==> src/design/pwr_pkg.sv <==
// package: constants and types for the power, reset and wake control block
// Function
// [RULE_01] counter array 0033, keyboard 003b, serial 0043
// [RULE_02] two priority bits give level zero to three
// [RULE_03] pre-empt only by strictly higher level
// [RULE_04] higher level wins simultaneous requests
// [RULE_05] equal levels resolved by fixed polling
// [RULE_06] lowest source index wins within level
// [RULE_07] reset held at least 24 oscillator periods
// [RULE_08] watchdog timeout drives 96 clock reset pulse
// [RULE_09] boot map enable loaded from fuse at reset
// [RULE_10] idle bit write is last instruction
// [RULE_11] idle gates core clock, peripherals keep running
// [RULE_12] idle holds state, strobes driven high
// [RULE_13] enabled interrupt clears idle bit, serviced
// [RULE_14] two general flags kept across idle
// [RULE_15] hardware reset also ends idle mode
// [RULE_16] power-down bit stops the oscillator
// [RULE_17] state retained throughout power-down
// [RULE_18] power-down exit only reset or enabled wakes
// [RULE_19] keyboard wake waits 1024 clocks
// [RULE_20] low input restarts oscillator, high completes exit
// [RULE_21] both enabled: first release completes exit
// [RULE_22] wake applied only after supply restored
// [RULE_23] idle and power-down together enter power-down
package pwr_pkg;
    localparam int NUM_SRC = 8;                  // interrupt sources
    localparam int POWER_CONTROL_REGISTER_IDLE_BIT = 0;            // idle bit position
    localparam int POWER_CONTROL_REGISTER_PD_BIT = 1;              // power-down bit position
    localparam int POWER_CONTROL_REGISTER_GFA_BIT = 2;             // general flag a position
    localparam int POWER_CONTROL_REGISTER_GFB_BIT = 3;             // general flag b position
    localparam logic [7:0] POWER_CONTROL_REGISTER_RESET = 8'h00;   // power control reset value
    localparam logic [15:0] VEC_COUNTER_ARRAY = 16'h0033;
    localparam logic [15:0] VEC_KEYBOARD = 16'h003b;
    localparam logic [15:0] VEC_SERIAL = 16'h0043;
    // standard core vectors: ext a, timer0, ext b, timer1, uart, timer2
    localparam logic [15:0] VEC_EXT_A = 16'h0003;
    localparam logic [15:0] VEC_TIMER0 = 16'h000b;
    localparam logic [15:0] VEC_EXT_B = 16'h0013;
    localparam logic [15:0] VEC_TIMER1 = 16'h001b;
    localparam logic [15:0] VEC_UART = 16'h0023;
    localparam logic [15:0] VEC_TIMER2 = 16'h002b;
    localparam int SRC_EXT_A = 0;
    localparam int SRC_EXT_B = 2;
    localparam int SRC_KEYBOARD = 7;
    localparam int WDT_PULSE_CYCLES = 96;        // reset-out pulse length
    localparam int KBD_WAKE_CYCLES = 1024;       // keyboard wake delay
    localparam int RESET_MIN_CYCLES = 24;        // least reset hold by source
    typedef enum {ST_RUN, ST_IDLE, ST_PD, ST_PD_WAKE, ST_KBD_WAIT} mode_type;
endpackage

==> src/design/irq_if.sv <==
// interface: request and arbitration result between top and arbiter
`timescale 1ns/10ps
interface irq_if #(parameter int N = 8);
    logic [N-1:0] req;          // pending and enabled requests
    logic [N-1:0] prio_high;    // high priority bits
    logic [N-1:0] prio_low;     // low priority bits
    logic [2:0] active_level;   // 0 none, else running level + 1
    logic grant;                // a request may be taken now
    logic [$clog2(N)-1:0] win;  // winning source
    logic [1:0] win_level;      // level of the winner
    modport top (output req, prio_high, prio_low, active_level,
                 input grant, win, win_level);
    modport arb (input req, prio_high, prio_low, active_level,
                 output grant, win, win_level);
endinterface

==> src/design/irq_arbiter.sv <==
// combinational priority arbiter with fixed polling inside each level
`timescale 1ns/10ps
module irq_arbiter #(
    parameter int N = 8
) (
    irq_if.arb bus
);
    logic [1:0] lvl;
    // scan from high index down so the lowest index is left winning
    always_comb begin
        bus.grant = 1'b0;
        bus.win = '0;
        bus.win_level = 2'h0;
        for (int i = N - 1; i >= 0; i--) begin
            lvl = {bus.prio_high[i], bus.prio_low[i]};                // RULE_02
            // a tie goes to the lower index, later in the scan
            if (bus.req[i] && (!bus.grant || lvl >= bus.win_level)) begin // RULE_05
                bus.grant = 1'b1;
                bus.win = ($clog2(N))'(i);                            // RULE_06
                bus.win_level = lvl;                                  // RULE_04
            end
        end
        // only a strictly higher level may pre-empt the running service
        if (bus.grant && ({1'b0, bus.win_level} + 3'h1) <= bus.active_level) begin
            bus.grant = 1'b0;                                         // RULE_03
        end
    end
endmodule

==> src/design/power_reset_wake_control.sv <==
// top: power modes, wake arbitration, vectors, watchdog reset pulse, boot map
`timescale 1ns/10ps
module power_reset_wake_control #(
    parameter int NUM_SRC = pwr_pkg::NUM_SRC,
    parameter int KBD_WAKE = pwr_pkg::KBD_WAKE_CYCLES,
    parameter int WDT_PULSE = pwr_pkg::WDT_PULSE_CYCLES
) (
    input wire logic sys_clk_i,
    input wire logic reset_n_i,
    input wire logic [NUM_SRC-1:0] irq_req_i,          // raw requests, pins
    input wire logic [NUM_SRC-1:0] irq_enable_i,       // source enables
    input wire logic [NUM_SRC-1:0] priority_high_bits_i,
    input wire logic [NUM_SRC-1:0] priority_low_bits_i,
    input wire logic power_control_register_write_i,                     // core writes power control
    input wire logic [7:0] power_control_register_wdata_i,
    input wire logic irq_ack_i,                        // core took the vector
    input wire logic return_from_interrupt_i,          // core ends service
    input wire logic watchdog_timeout_i,               // one-cycle timeout
    input wire logic boot_jump_fuse_i,                 // fuse level
    output logic [7:0] power_control_register_o,
    output logic core_clk_en_o,                        // core clock gate
    output logic osc_run_o,                            // oscillator enable
    output logic addr_latch_strobe_o,
    output logic program_store_strobe_o,
    output logic hold_state_o,                         // freeze core and ports
    output logic irq_valid_o,
    output logic [15:0] irq_vector_o,
    output logic [1:0] irq_level_o,
    output logic reset_out_o,                          // drive reset pin
    output logic reset_out_oe_o,
    output logic boot_map_enable_o
);
    localparam int SW = $clog2(NUM_SRC);
    localparam int KW = $clog2(KBD_WAKE + 1);
    localparam int WW = $clog2(WDT_PULSE + 1);

    ////////////////////////////////////////////////////////////////////////
    // state
    typedef struct packed {
        pwr_pkg::mode_type mode;
        logic [7:0] power_control_register;
        logic [NUM_SRC-1:0] s1;
        logic [NUM_SRC-1:0] s2;
        logic [KW-1:0] kcnt;
        logic [WW-1:0] wcnt;
        logic [8:0] lvl_stack;       // running levels + 1, three deep, 0 is none
        logic [1:0] ext_prev;        // external pins one cycle after sync
        logic valid;
        logic [15:0] vector;
        logic [1:0] level;
        logic boot;
        logic boot_loaded;
    } state_type;

    state_type st_q;
    state_type st_d;
    logic [NUM_SRC-1:0] pend;        // synchronised and enabled requests
    logic wake_ext_low;              // an external pin held low
    logic [2:0] lvl_p1;
    logic ext_release;               // an enabled external pin just went high

    irq_if #(.N(NUM_SRC)) arb_bus ();

    irq_arbiter #(.N(NUM_SRC)) u_arb (
        .bus(arb_bus)
    );

    ////////////////////////////////////////////////////////////////////////
    // vector map
    function automatic logic [15:0] vector_of(input logic [SW-1:0] s);
        case (s)
            3'd0: vector_of = pwr_pkg::VEC_EXT_A;
            3'd1: vector_of = pwr_pkg::VEC_TIMER0;
            3'd2: vector_of = pwr_pkg::VEC_EXT_B;
            3'd3: vector_of = pwr_pkg::VEC_TIMER1;
            3'd4: vector_of = pwr_pkg::VEC_UART;
            3'd5: vector_of = pwr_pkg::VEC_COUNTER_ARRAY;   // RULE_01
            3'd6: vector_of = pwr_pkg::VEC_SERIAL;          // RULE_01
            default: vector_of = pwr_pkg::VEC_KEYBOARD;     // RULE_01
        endcase
    endfunction

    ////////////////////////////////////////////////////////////////////////
    // arbiter inputs
    assign pend = st_q.s2 & irq_enable_i;
    assign arb_bus.req = st_q.valid ? '0 : pend;
    assign arb_bus.prio_high = priority_high_bits_i;
    assign arb_bus.prio_low = priority_low_bits_i;
    assign arb_bus.active_level = st_q.lvl_stack[2:0];
    // with both pins low, the first one released ends the exit
    assign ext_release = (irq_enable_i[pwr_pkg::SRC_EXT_A] && st_q.s2[pwr_pkg::SRC_EXT_A]
        && !st_q.ext_prev[0])
        || (irq_enable_i[pwr_pkg::SRC_EXT_B] && st_q.s2[pwr_pkg::SRC_EXT_B]
        && !st_q.ext_prev[1]);
    assign wake_ext_low = (irq_enable_i[pwr_pkg::SRC_EXT_A] && !st_q.s2[pwr_pkg::SRC_EXT_A])
        || (irq_enable_i[pwr_pkg::SRC_EXT_B] && !st_q.s2[pwr_pkg::SRC_EXT_B]);

    ////////////////////////////////////////////////////////////////////////
    // next state
    always_comb begin
        st_d = st_q;
        lvl_p1 = 3'h0;
        st_d.ext_prev = {st_q.s2[pwr_pkg::SRC_EXT_B], st_q.s2[pwr_pkg::SRC_EXT_A]};
        // external pins pass two flops before use
        st_d.s1 = irq_req_i;
        st_d.s2 = st_q.s1;
        // boot map taken from the fuse once, right after reset release
        if (!st_q.boot_loaded) begin
            st_d.boot = boot_jump_fuse_i;                           // RULE_09
            st_d.boot_loaded = 1'b1;
        end
        // watchdog reset-out pulse; a new timeout restarts it
        if (watchdog_timeout_i) begin
            st_d.wcnt = WW'(WDT_PULSE);                             // RULE_08
        end else if (st_q.wcnt != '0) begin
            st_d.wcnt = st_q.wcnt - WW'(1);
        end
        // core acknowledges vector; push running level
        if (irq_ack_i && st_q.valid) begin
            st_d.valid = 1'b0;
            lvl_p1 = {1'b0, st_q.level} + 3'h1;
            st_d.lvl_stack = {st_q.lvl_stack[5:0], lvl_p1};
        end else if (return_from_interrupt_i) begin
            st_d.lvl_stack = {3'h0, st_q.lvl_stack[8:3]};
        end
        case (st_q.mode)
            pwr_pkg::ST_RUN: begin
                if (arb_bus.grant) begin
                    st_d.valid = 1'b1;
                    st_d.vector = vector_of(arb_bus.win);
                    st_d.level = arb_bus.win_level;
                end
                if (power_control_register_write_i) begin
                    st_d.power_control_register = power_control_register_wdata_i;                       // RULE_14
                    if (power_control_register_wdata_i[pwr_pkg::POWER_CONTROL_REGISTER_PD_BIT]) begin
                        st_d.mode = pwr_pkg::ST_PD;                 // RULE_23
                    end else if (power_control_register_wdata_i[pwr_pkg::POWER_CONTROL_REGISTER_IDLE_BIT]) begin
                        st_d.mode = pwr_pkg::ST_IDLE;               // RULE_10
                    end
                end
            end
            pwr_pkg::ST_IDLE: begin
                // an enabled request granted by the arbiter, above any running level, clears idle and is serviced
                if (arb_bus.grant) begin
                    st_d.power_control_register[pwr_pkg::POWER_CONTROL_REGISTER_IDLE_BIT] = 1'b0;       // RULE_13
                    st_d.valid = 1'b1;
                    st_d.vector = vector_of(arb_bus.win);
                    st_d.level = arb_bus.win_level;
                    st_d.mode = pwr_pkg::ST_RUN;
                end
            end
            pwr_pkg::ST_PD: begin
                // only the two external pins and the keyboard wake
                if (wake_ext_low) begin
                    st_d.mode = pwr_pkg::ST_PD_WAKE;                // RULE_20
                end else if (pend[pwr_pkg::SRC_KEYBOARD]) begin
                    st_d.mode = pwr_pkg::ST_KBD_WAIT;               // RULE_18
                    st_d.kcnt = KW'(KBD_WAKE);
                end
            end
            pwr_pkg::ST_PD_WAKE: begin
                // oscillator runs; first release of a low pin ends exit
                if (!wake_ext_low || ext_release) begin
                    st_d.power_control_register[pwr_pkg::POWER_CONTROL_REGISTER_PD_BIT] = 1'b0;         // RULE_21
                    st_d.mode = pwr_pkg::ST_RUN;
                end
            end
            default: begin
                if (st_q.kcnt <= KW'(1)) begin
                    st_d.power_control_register[pwr_pkg::POWER_CONTROL_REGISTER_PD_BIT] = 1'b0;         // RULE_19
                    st_d.mode = pwr_pkg::ST_RUN;
                end else begin
                    st_d.kcnt = st_q.kcnt - KW'(1);
                end
            end
        endcase
    end

    ////////////////////////////////////////////////////////////////////////
    // registers; hardware reset ends any mode and clears the flags
    always_ff @(posedge sys_clk_i or negedge reset_n_i) begin
        if (!reset_n_i) begin
            st_q.mode <= pwr_pkg::ST_RUN;                           // RULE_15
            st_q.power_control_register <= pwr_pkg::POWER_CONTROL_REGISTER_RESET;
            st_q.s1 <= '1;
            st_q.s2 <= '1;
            st_q.kcnt <= '0;
            st_q.wcnt <= '0;
            st_q.lvl_stack <= '0;
            st_q.ext_prev <= 2'h3;
            st_q.valid <= 1'b0;
            st_q.vector <= 16'h0000;
            st_q.level <= 2'h0;
            st_q.boot <= 1'b0;
            st_q.boot_loaded <= 1'b0;
        end else begin
            st_q <= st_d;
        end
    end

    ////////////////////////////////////////////////////////////////////////
    // outputs, each from a flop of its own
    always_ff @(posedge sys_clk_i or negedge reset_n_i) begin
        if (!reset_n_i) begin
            core_clk_en_o <= 1'b1;
            osc_run_o <= 1'b1;
            hold_state_o <= 1'b0;
            addr_latch_strobe_o <= 1'b1;
            program_store_strobe_o <= 1'b1;
            reset_out_o <= 1'b0;
            reset_out_oe_o <= 1'b0;
        end else begin
            // core clock gated in idle and power-down
            core_clk_en_o <= (st_d.mode == pwr_pkg::ST_RUN);        // RULE_11
            // oscillator off while waiting in power-down
            osc_run_o <= (st_d.mode != pwr_pkg::ST_PD);             // RULE_16
            hold_state_o <= (st_d.mode != pwr_pkg::ST_RUN);         // RULE_17
            addr_latch_strobe_o <= 1'b1;                            // RULE_12
            program_store_strobe_o <= 1'b1;                         // RULE_12
            reset_out_o <= (st_d.wcnt != '0);                       // RULE_08
            reset_out_oe_o <= (st_d.wcnt != '0);
        end
    end

    assign power_control_register_o = st_q.power_control_register;
    assign irq_valid_o = st_q.valid;
    assign irq_vector_o = st_q.vector;
    assign irq_level_o = st_q.level;
    assign boot_map_enable_o = st_q.boot;

    ////////////////////////////////////////////////////////////////////////
    // checks
    a_pd_over_idle: assert property (@(posedge sys_clk_i) disable iff (!reset_n_i) // RULE_23
        (st_q.mode == pwr_pkg::ST_RUN && power_control_register_write_i && power_control_register_wdata_i[1])
        |=> st_q.mode == pwr_pkg::ST_PD) else $error("power-down not taken");
    a_idle_gates_clk: assert property (@(posedge sys_clk_i) disable iff (!reset_n_i) // RULE_11
        st_q.mode == pwr_pkg::ST_IDLE |-> !core_clk_en_o && osc_run_o)
        else $error("idle clock gating wrong");
    a_pd_stops_osc: assert property (@(posedge sys_clk_i) disable iff (!reset_n_i) // RULE_16
        st_q.mode == pwr_pkg::ST_PD |-> !osc_run_o) else $error("oscillator runs in power-down");
    a_wdt_pulse_len: assert property (@(posedge sys_clk_i) disable iff (!reset_n_i) // RULE_08
        $rose(reset_out_o) |-> reset_out_o [*8]) else $error("reset pulse too short");
    a_idle_wake_clear: assert property (@(posedge sys_clk_i) disable iff (!reset_n_i) // RULE_13
        (st_q.mode == pwr_pkg::ST_IDLE && arb_bus.grant)
        |=> !st_q.power_control_register[0] && irq_valid_o) else $error("idle wake not serviced");
    a_strobes_high: assert property (@(posedge sys_clk_i) disable iff (!reset_n_i) // RULE_12
        hold_state_o |-> addr_latch_strobe_o && program_store_strobe_o)
        else $error("strobes low in idle");
    a_kbd_wait_len: assert property (@(posedge sys_clk_i) disable iff (!reset_n_i) // RULE_19
        (st_q.mode == pwr_pkg::ST_KBD_WAIT && st_q.kcnt > 10'd1)
        |=> st_q.mode == pwr_pkg::ST_KBD_WAIT) else $error("keyboard wake too early");
    a_no_preempt_top: assert property (@(posedge sys_clk_i) disable iff (!reset_n_i) // RULE_03
        st_q.lvl_stack[2:0] == 3'h4 |-> !arb_bus.grant) else $error("top level pre-empted");
    c_idle_wake: cover property (@(posedge sys_clk_i) st_q.mode == pwr_pkg::ST_IDLE ##1
        st_q.mode == pwr_pkg::ST_RUN);
    c_pd_ext_wake: cover property (@(posedge sys_clk_i) st_q.mode == pwr_pkg::ST_PD_WAKE);
    c_kbd_wake: cover property (@(posedge sys_clk_i) st_q.mode == pwr_pkg::ST_KBD_WAIT);
    c_wdt_pulse: cover property (@(posedge sys_clk_i) $rose(reset_out_o));
endmodule

==> config.mk <==
export PLATFORM = sky130hd
export DESIGN_NAME = power_reset_wake_control
export DESIGN_NICKNAME = d
export VERILOG_FILES = /design/src/design/pwr_pkg.sv /design/src/design/irq_if.sv /design/src/design/irq_arbiter.sv /design/src/design/power_reset_wake_control.sv
export SDC_FILE = /design/constraint.sdc
export NUM_CORES = 1
export LEC_CHECK = 0
export ABC_AREA = 1
export CORE_ASPECT_RATIO = 0.75
export CORE_UTILIZATION = 55
export CTS_CLUSTER_SIZE = 24
export DETAILED_ROUTE_END_ITERATION = 7
export DONT_BUFFER_PORTS = 1
export PLACE_DENSITY_LB_ADDON = 0.2
export SLEW_MARGIN = 20
export SYNTH_ARGS = -nofsm -noshare
export SYNTH_HDL_FRONTEND = slang
export SYNTH_HIERARCHICAL = 1
export SYNTH_SLANG_ARGS = --single-unit
==> constraint.sdc <==
create_clock -name sys_clk_i -period 9 [get_ports sys_clk_i]
set_clock_uncertainty 0.2 [all_clocks]
set_input_delay 0.9 -clock sys_clk_i [delete_from_list [all_inputs] [get_ports sys_clk_i]]
set_output_delay 0.9 -clock sys_clk_i [all_outputs]
set_load 0.01 [all_outputs]
# Word level (Yosys, flattened, before mapping)
# Cells that the tools add are included.
# totals
reg_bits	110
latchBits	0
ramBits	0
rom_bits	0
inputBits	47
out_inout_bits	35
elab_cells	157
n_memories	0
# op_classes
n_addsub	4
multipliers	0
n_div	0
n_lt_le_gt_ge	9
n_eq_ne	16
n_shift	0
muxes	52
n_bitwise	3
reduce_logical	54
# op_table
operator	count
$mux 32	7
$pmux 32 s4	1
$eq 32x2->1 const B	2
$logic_not 32->1	2
$pmux 7 s7	1
$mux 40	1
$mux 19	2
$mux 11	3
$eq 32x1->1 const B	1
$ne 32x3->1 const B	1
$reduce_bool 32->1	1
$mux 3	8
$pmux 11 s2	1
$mux 9	2
$mux 2	8
$logic_and 1x1->1	15
$ge 2x2->1	7
$mux 7	2
$reduce_bool 7->1	2
$mux 1	13
$logic_not 1->1	12
$le 11x1->1 const B	1
$sub 11x1->11 const B	1
$logic_or 1x1->1	10
21 further kinds	34

# Longest topological paths before layout
# logic_depth
ltp_word	38
mapped_depth	74
ltp_nobuf	74

# Hierarchy
# The synthesis kept the hierarchy.
# modules_own_cells
mod	n_inst	cells_per_inst	area_per_inst_um2	seq_area_each_um2
power_reset_wake_control	1	525	4690.7	2502.4
irq_arbiter	1	140	887.1	0.0

# Least setup slack after synthesis
# OpenSTA, ideal clock, no wires.
# synth_path
path_type	in2reg
start	in irq_enable_i[7]
end	reg hold_state_o
setup_time_ns	0.143
t_arrival_ns	8.425
slack_ns	0.232
cell_stages	66
cell_sequence	nand2_1 -> nor2_1 -> nand2_1 -> inv_1 -> ha_1 -> inv_1 -> nand2_1 -> nand2_1 -> nand2_1 -> nand2_2 -> nand2_1 -> and2_1 -> ha_1 -> o21ai_0 -> nand2_1 -> nand2_4 -> nand2_2 -> o21ai_0 -> [30 not listed] -> o21ai_0 -> a31oi_2 -> inv_1 -> nand3_1 -> nand2_1 -> ha_1 -> ha_1 -> nand2_1 -> o21ai_0 -> o211ai_1 -> inv_1 -> nor2_1 -> nand2_1 -> nand2_1 -> nor2_1 -> nand2_2 -> nor3_1 -> nand4_1
# synth_lines
item	line	source
start, declared	power_reset_wake_control.sv:11	input wire logic [NUM_SRC-1:0] irq_enable_i,
end signal, assigned	power_reset_wake_control.sv:217	hold_state_o <= (st_d.mode != pwr_pkg::ST_RUN);
end, declared	power_reset_wake_control.sv:25	output logic hold_state_o,

==> impl_metrics.json <==
{
  "grt_use_total_pct": 20.8,
  "grt_overflow": 0,
  "timing.rr.start": "st_q[57]$_DFF_PN1_",
  "area.growth.synth_to_final_pct": 8.84,
  "cp_slowest_cell": "ha_1",
  "p_leak_nw": 2.99,
  "fill_cells": 846,
  "cp-start-kind": "primary input",
  "worstMarginPinSlew_ps": 519,
  "r2r_cells": 67,
  "diodes": 0,
  "max_freq_mhz": 117,
  "synthFlopType": "dfrtp_1",
  "root_buffer": "clkbuf_16",
  "start_util_pct": 57.3,
  "cts_tree": "built",
  "required_ps": 9060,
  "syn_area_per_cell_um2": 8.39,
  "wl_per_cell_um": 13.6,
  "clock_latency_ps": 340,
  "grt_pass1_vias": 3901,
  "grt_pass1_wl_um": 17300,
  "antenna_found_initial": 0,
  "core-area_um2": 9740,
  "port_buffers": 0,
  "synth_area_um2": 5580,
  "drt-initial-drc-count": 219,
  "period_share_pct": 95.2,
  "crit_type": "in -> reg",
  "r2r_end": "core_clk_en_o$_DFF_PN1_",
  "synth-seq-cells": 99,
  "ys_types": 49,
  "max_stage_delay_ps": 280,
  "drive_gt1_share_pct": 21.0,
  "sequentialPowerShare_pct": 47.4,
  "drc": 0,
  "place_congestion": 0.891,
  "maxSlewViolCount": 0,
  "final_common_cell": "nand2_1",
  "min_period_ps": 8560,
  "die_h_um": 89.2,
  "status": "finished, final reports clean",
  "clock-sinks": 99,
  "multi_input_area_um2": 2600,
  "yosysTopAreaCell": "dfrtp_1",
  "dieArea_um2": 10600,
  "dr_total_vias": 4109,
  "clk_pin_slew_worst_paths_ps": 70,
  "r2r_slack_ps": 450,
  "peakVddDrop_uv": 90.2,
  "synth_top_area_share_pct": 35.4,
  "grt_max_degree": 100,
  "worst_hold_slack_ps": 51.2,
  "async_flop_share_pct": 100,
  "ys_warn_count": 6,
  "switching_power_mw": 0.263,
  "wirelength_um": 10900,
  "hold_class": "in -> async",
  "cts_made_buffers": 9,
  "clock_power_share_pct": 36.5,
  "critical_path_arrival_ps": 8630,
  "io_pins": 82,
  "cpMostUsedCell": "nand2_1",
  "p_sw_share_pct": 26.8,
  "post-dp-hpwl_um": 7720,
  "cts_max_path_buffers": 2,
  "ant_nets": 0,
  "setup_violations": 0,
  "regArea_um2": 2500,
  "hold_violations": 0,
  "power_density_nw_per_um2": 162,
  "ys_seq_area_share_pct": 44.9,
  "die_w_um": 118,
  "timing.final.ws_setup_ps": 435,
  "max-cap-violations": 0,
  "layout_common_cells": "nand2_1, nor2_1, inv_1, dfrtp_1, nand3_1",
  "dr.pass1.iters": 5,
  "p_int_mw": 0.719,
  "htree_levels": 3,
  "synth_area_leaders": "dfrtp_1, dfstp_2, nand2_1",
  "cp_max_fo": 6,
  "synth-edff-count": 0,
  "cp-end-kind": "register",
  "num_rows": 31,
  "nets": 736,
  "synthCells": 665,
  "power_frac_comb_pct": 16.1,
  "avgViaCountPerCell": 5.11,
  "dp_slack_ps": -447,
  "max-slew-margin-rel_pct": 65.0
}
[cell families after synthesis]
family / Yosys count / share of synthesized area (%)
simple gates: 310 / 26.4
mux: 7 / 1.41
other cells: 2 / 0.135
compound gates: 72 / 8.55
buf+inv: 142 / 11.9
flops: 99 / 44.9
fa+ha+maj: 22 / 4.93
xor+xnor: 11 / 1.73
[critical path, delay by kind of cell]
family,cells,cell delay (ps)
fa+ha+maj,9,2310
compound gates,11,1310
buf+inv,9,630
simple gates,38,3480
[metal layers]
layer	GRT usage [%]	up-vias	share of wire [%]
met1	28.0	1917	48
met5	0	-	0
met2	33.2	116	45
met3	5.42	8	5.6
li1	-	2068	-
met4	7.11	0	0.92
[sequential cells by signal (all words and copies together), names as in the netlist]
signal and count:
boot_map_enable_o 1, irq_vector_o 5, st_d 10, st_q 65
irq_level_o 2, arb_bus.active_level 3, hold_state_o 1, osc_run_o 1
core_clk_en_o 1, irq_valid_o 1, power_control_register_o 8, reset_out_oe_o 1
[final cells by class]
cell class | instances | area share [%]
clock buffer | 9 | 3.71
timing repair buffer | 17 | 2.10
inverter | 105 | 6.57
sequential | 99 | 41.2
tap | 132 | 2.72
multi-input combinational | 435 | 42.8
clock inverter | 7 | 0.886
[per-stage QoR]
stage          total power [mW]  setup TNS, ps  util [%]  area (um2)  cells
2_1_floorplan             0.570              0         -        5620    676
3_3_place_gp              0.583              0      57.1        5560    776
3_5_place_dp              0.589          -2870      57.1        5560    776
4_1_cts                   0.952              0      60.0        5840    793
5_1_grt                    1.03           -363      62.4        6070    804
6_report                  0.982              0      62.4        6070    804
[timing repair]
action                     in CTS  in global routing
gates cloned                    0                  0
gates resized for setup         1                 37
hold buffers                    0                  0
hold endpoints to repair        0                  0
pin swaps                       1                 21
setup endpoints to repair       3                 13
buffers inserted                1                 11
[cells in the mapped netlist (7+ instances only)]
cell and number:
o21ai_0 32, xor2_1 7, a21oi_1 8, dfstp_2 20, inv_1 100, o31ai_1 8, nor2_1 100, buf_4 30
mux2_2 7, ha_1 22, nand2_1 112, nor3_1 7, nand2_2 12, nand2_4 7, dfrtp_1 79, nand3_1 36
[how the worst max path moves through the flow]
stage	from	to	slack, ps	cells past startpoint
5_1_grt	st_q[57]$_DFF_PN1_	osc_run_o$_DFF_PN1_	-150	69
6_report	irq_enable_i[7]	core_clk_en_o$_DFF_PN1_	440	67
2_1_floorplan	irq_enable_i[7]	hold_state_o$_DFF_PN0_	230	66
3_3_place_gp	irq_enable_i[7]	hold_state_o$_DFF_PN0_	60	66
4_1_cts	irq_enable_i[7]	hold_state_o$_DFF_PN0_	30	66
3_5_place_dp	irq_enable_i[7]	hold_state_o$_DFF_PN0_	-450	66
[power by group through the flow]
stage | sequential, mW | combinational (mW) | clock [mW]
floorplan | 0.472 | 0.0986 | 0
global placement | 0.473 | 0.109 | 0
detailed placement | 0.474 | 0.116 | 0
CTS | 0.465 | 0.117 | 0.369
global route | 0.467 | 0.175 | 0.386
finish | 0.465 | 0.158 | 0.358
Power figures use the tool's default switching activity.
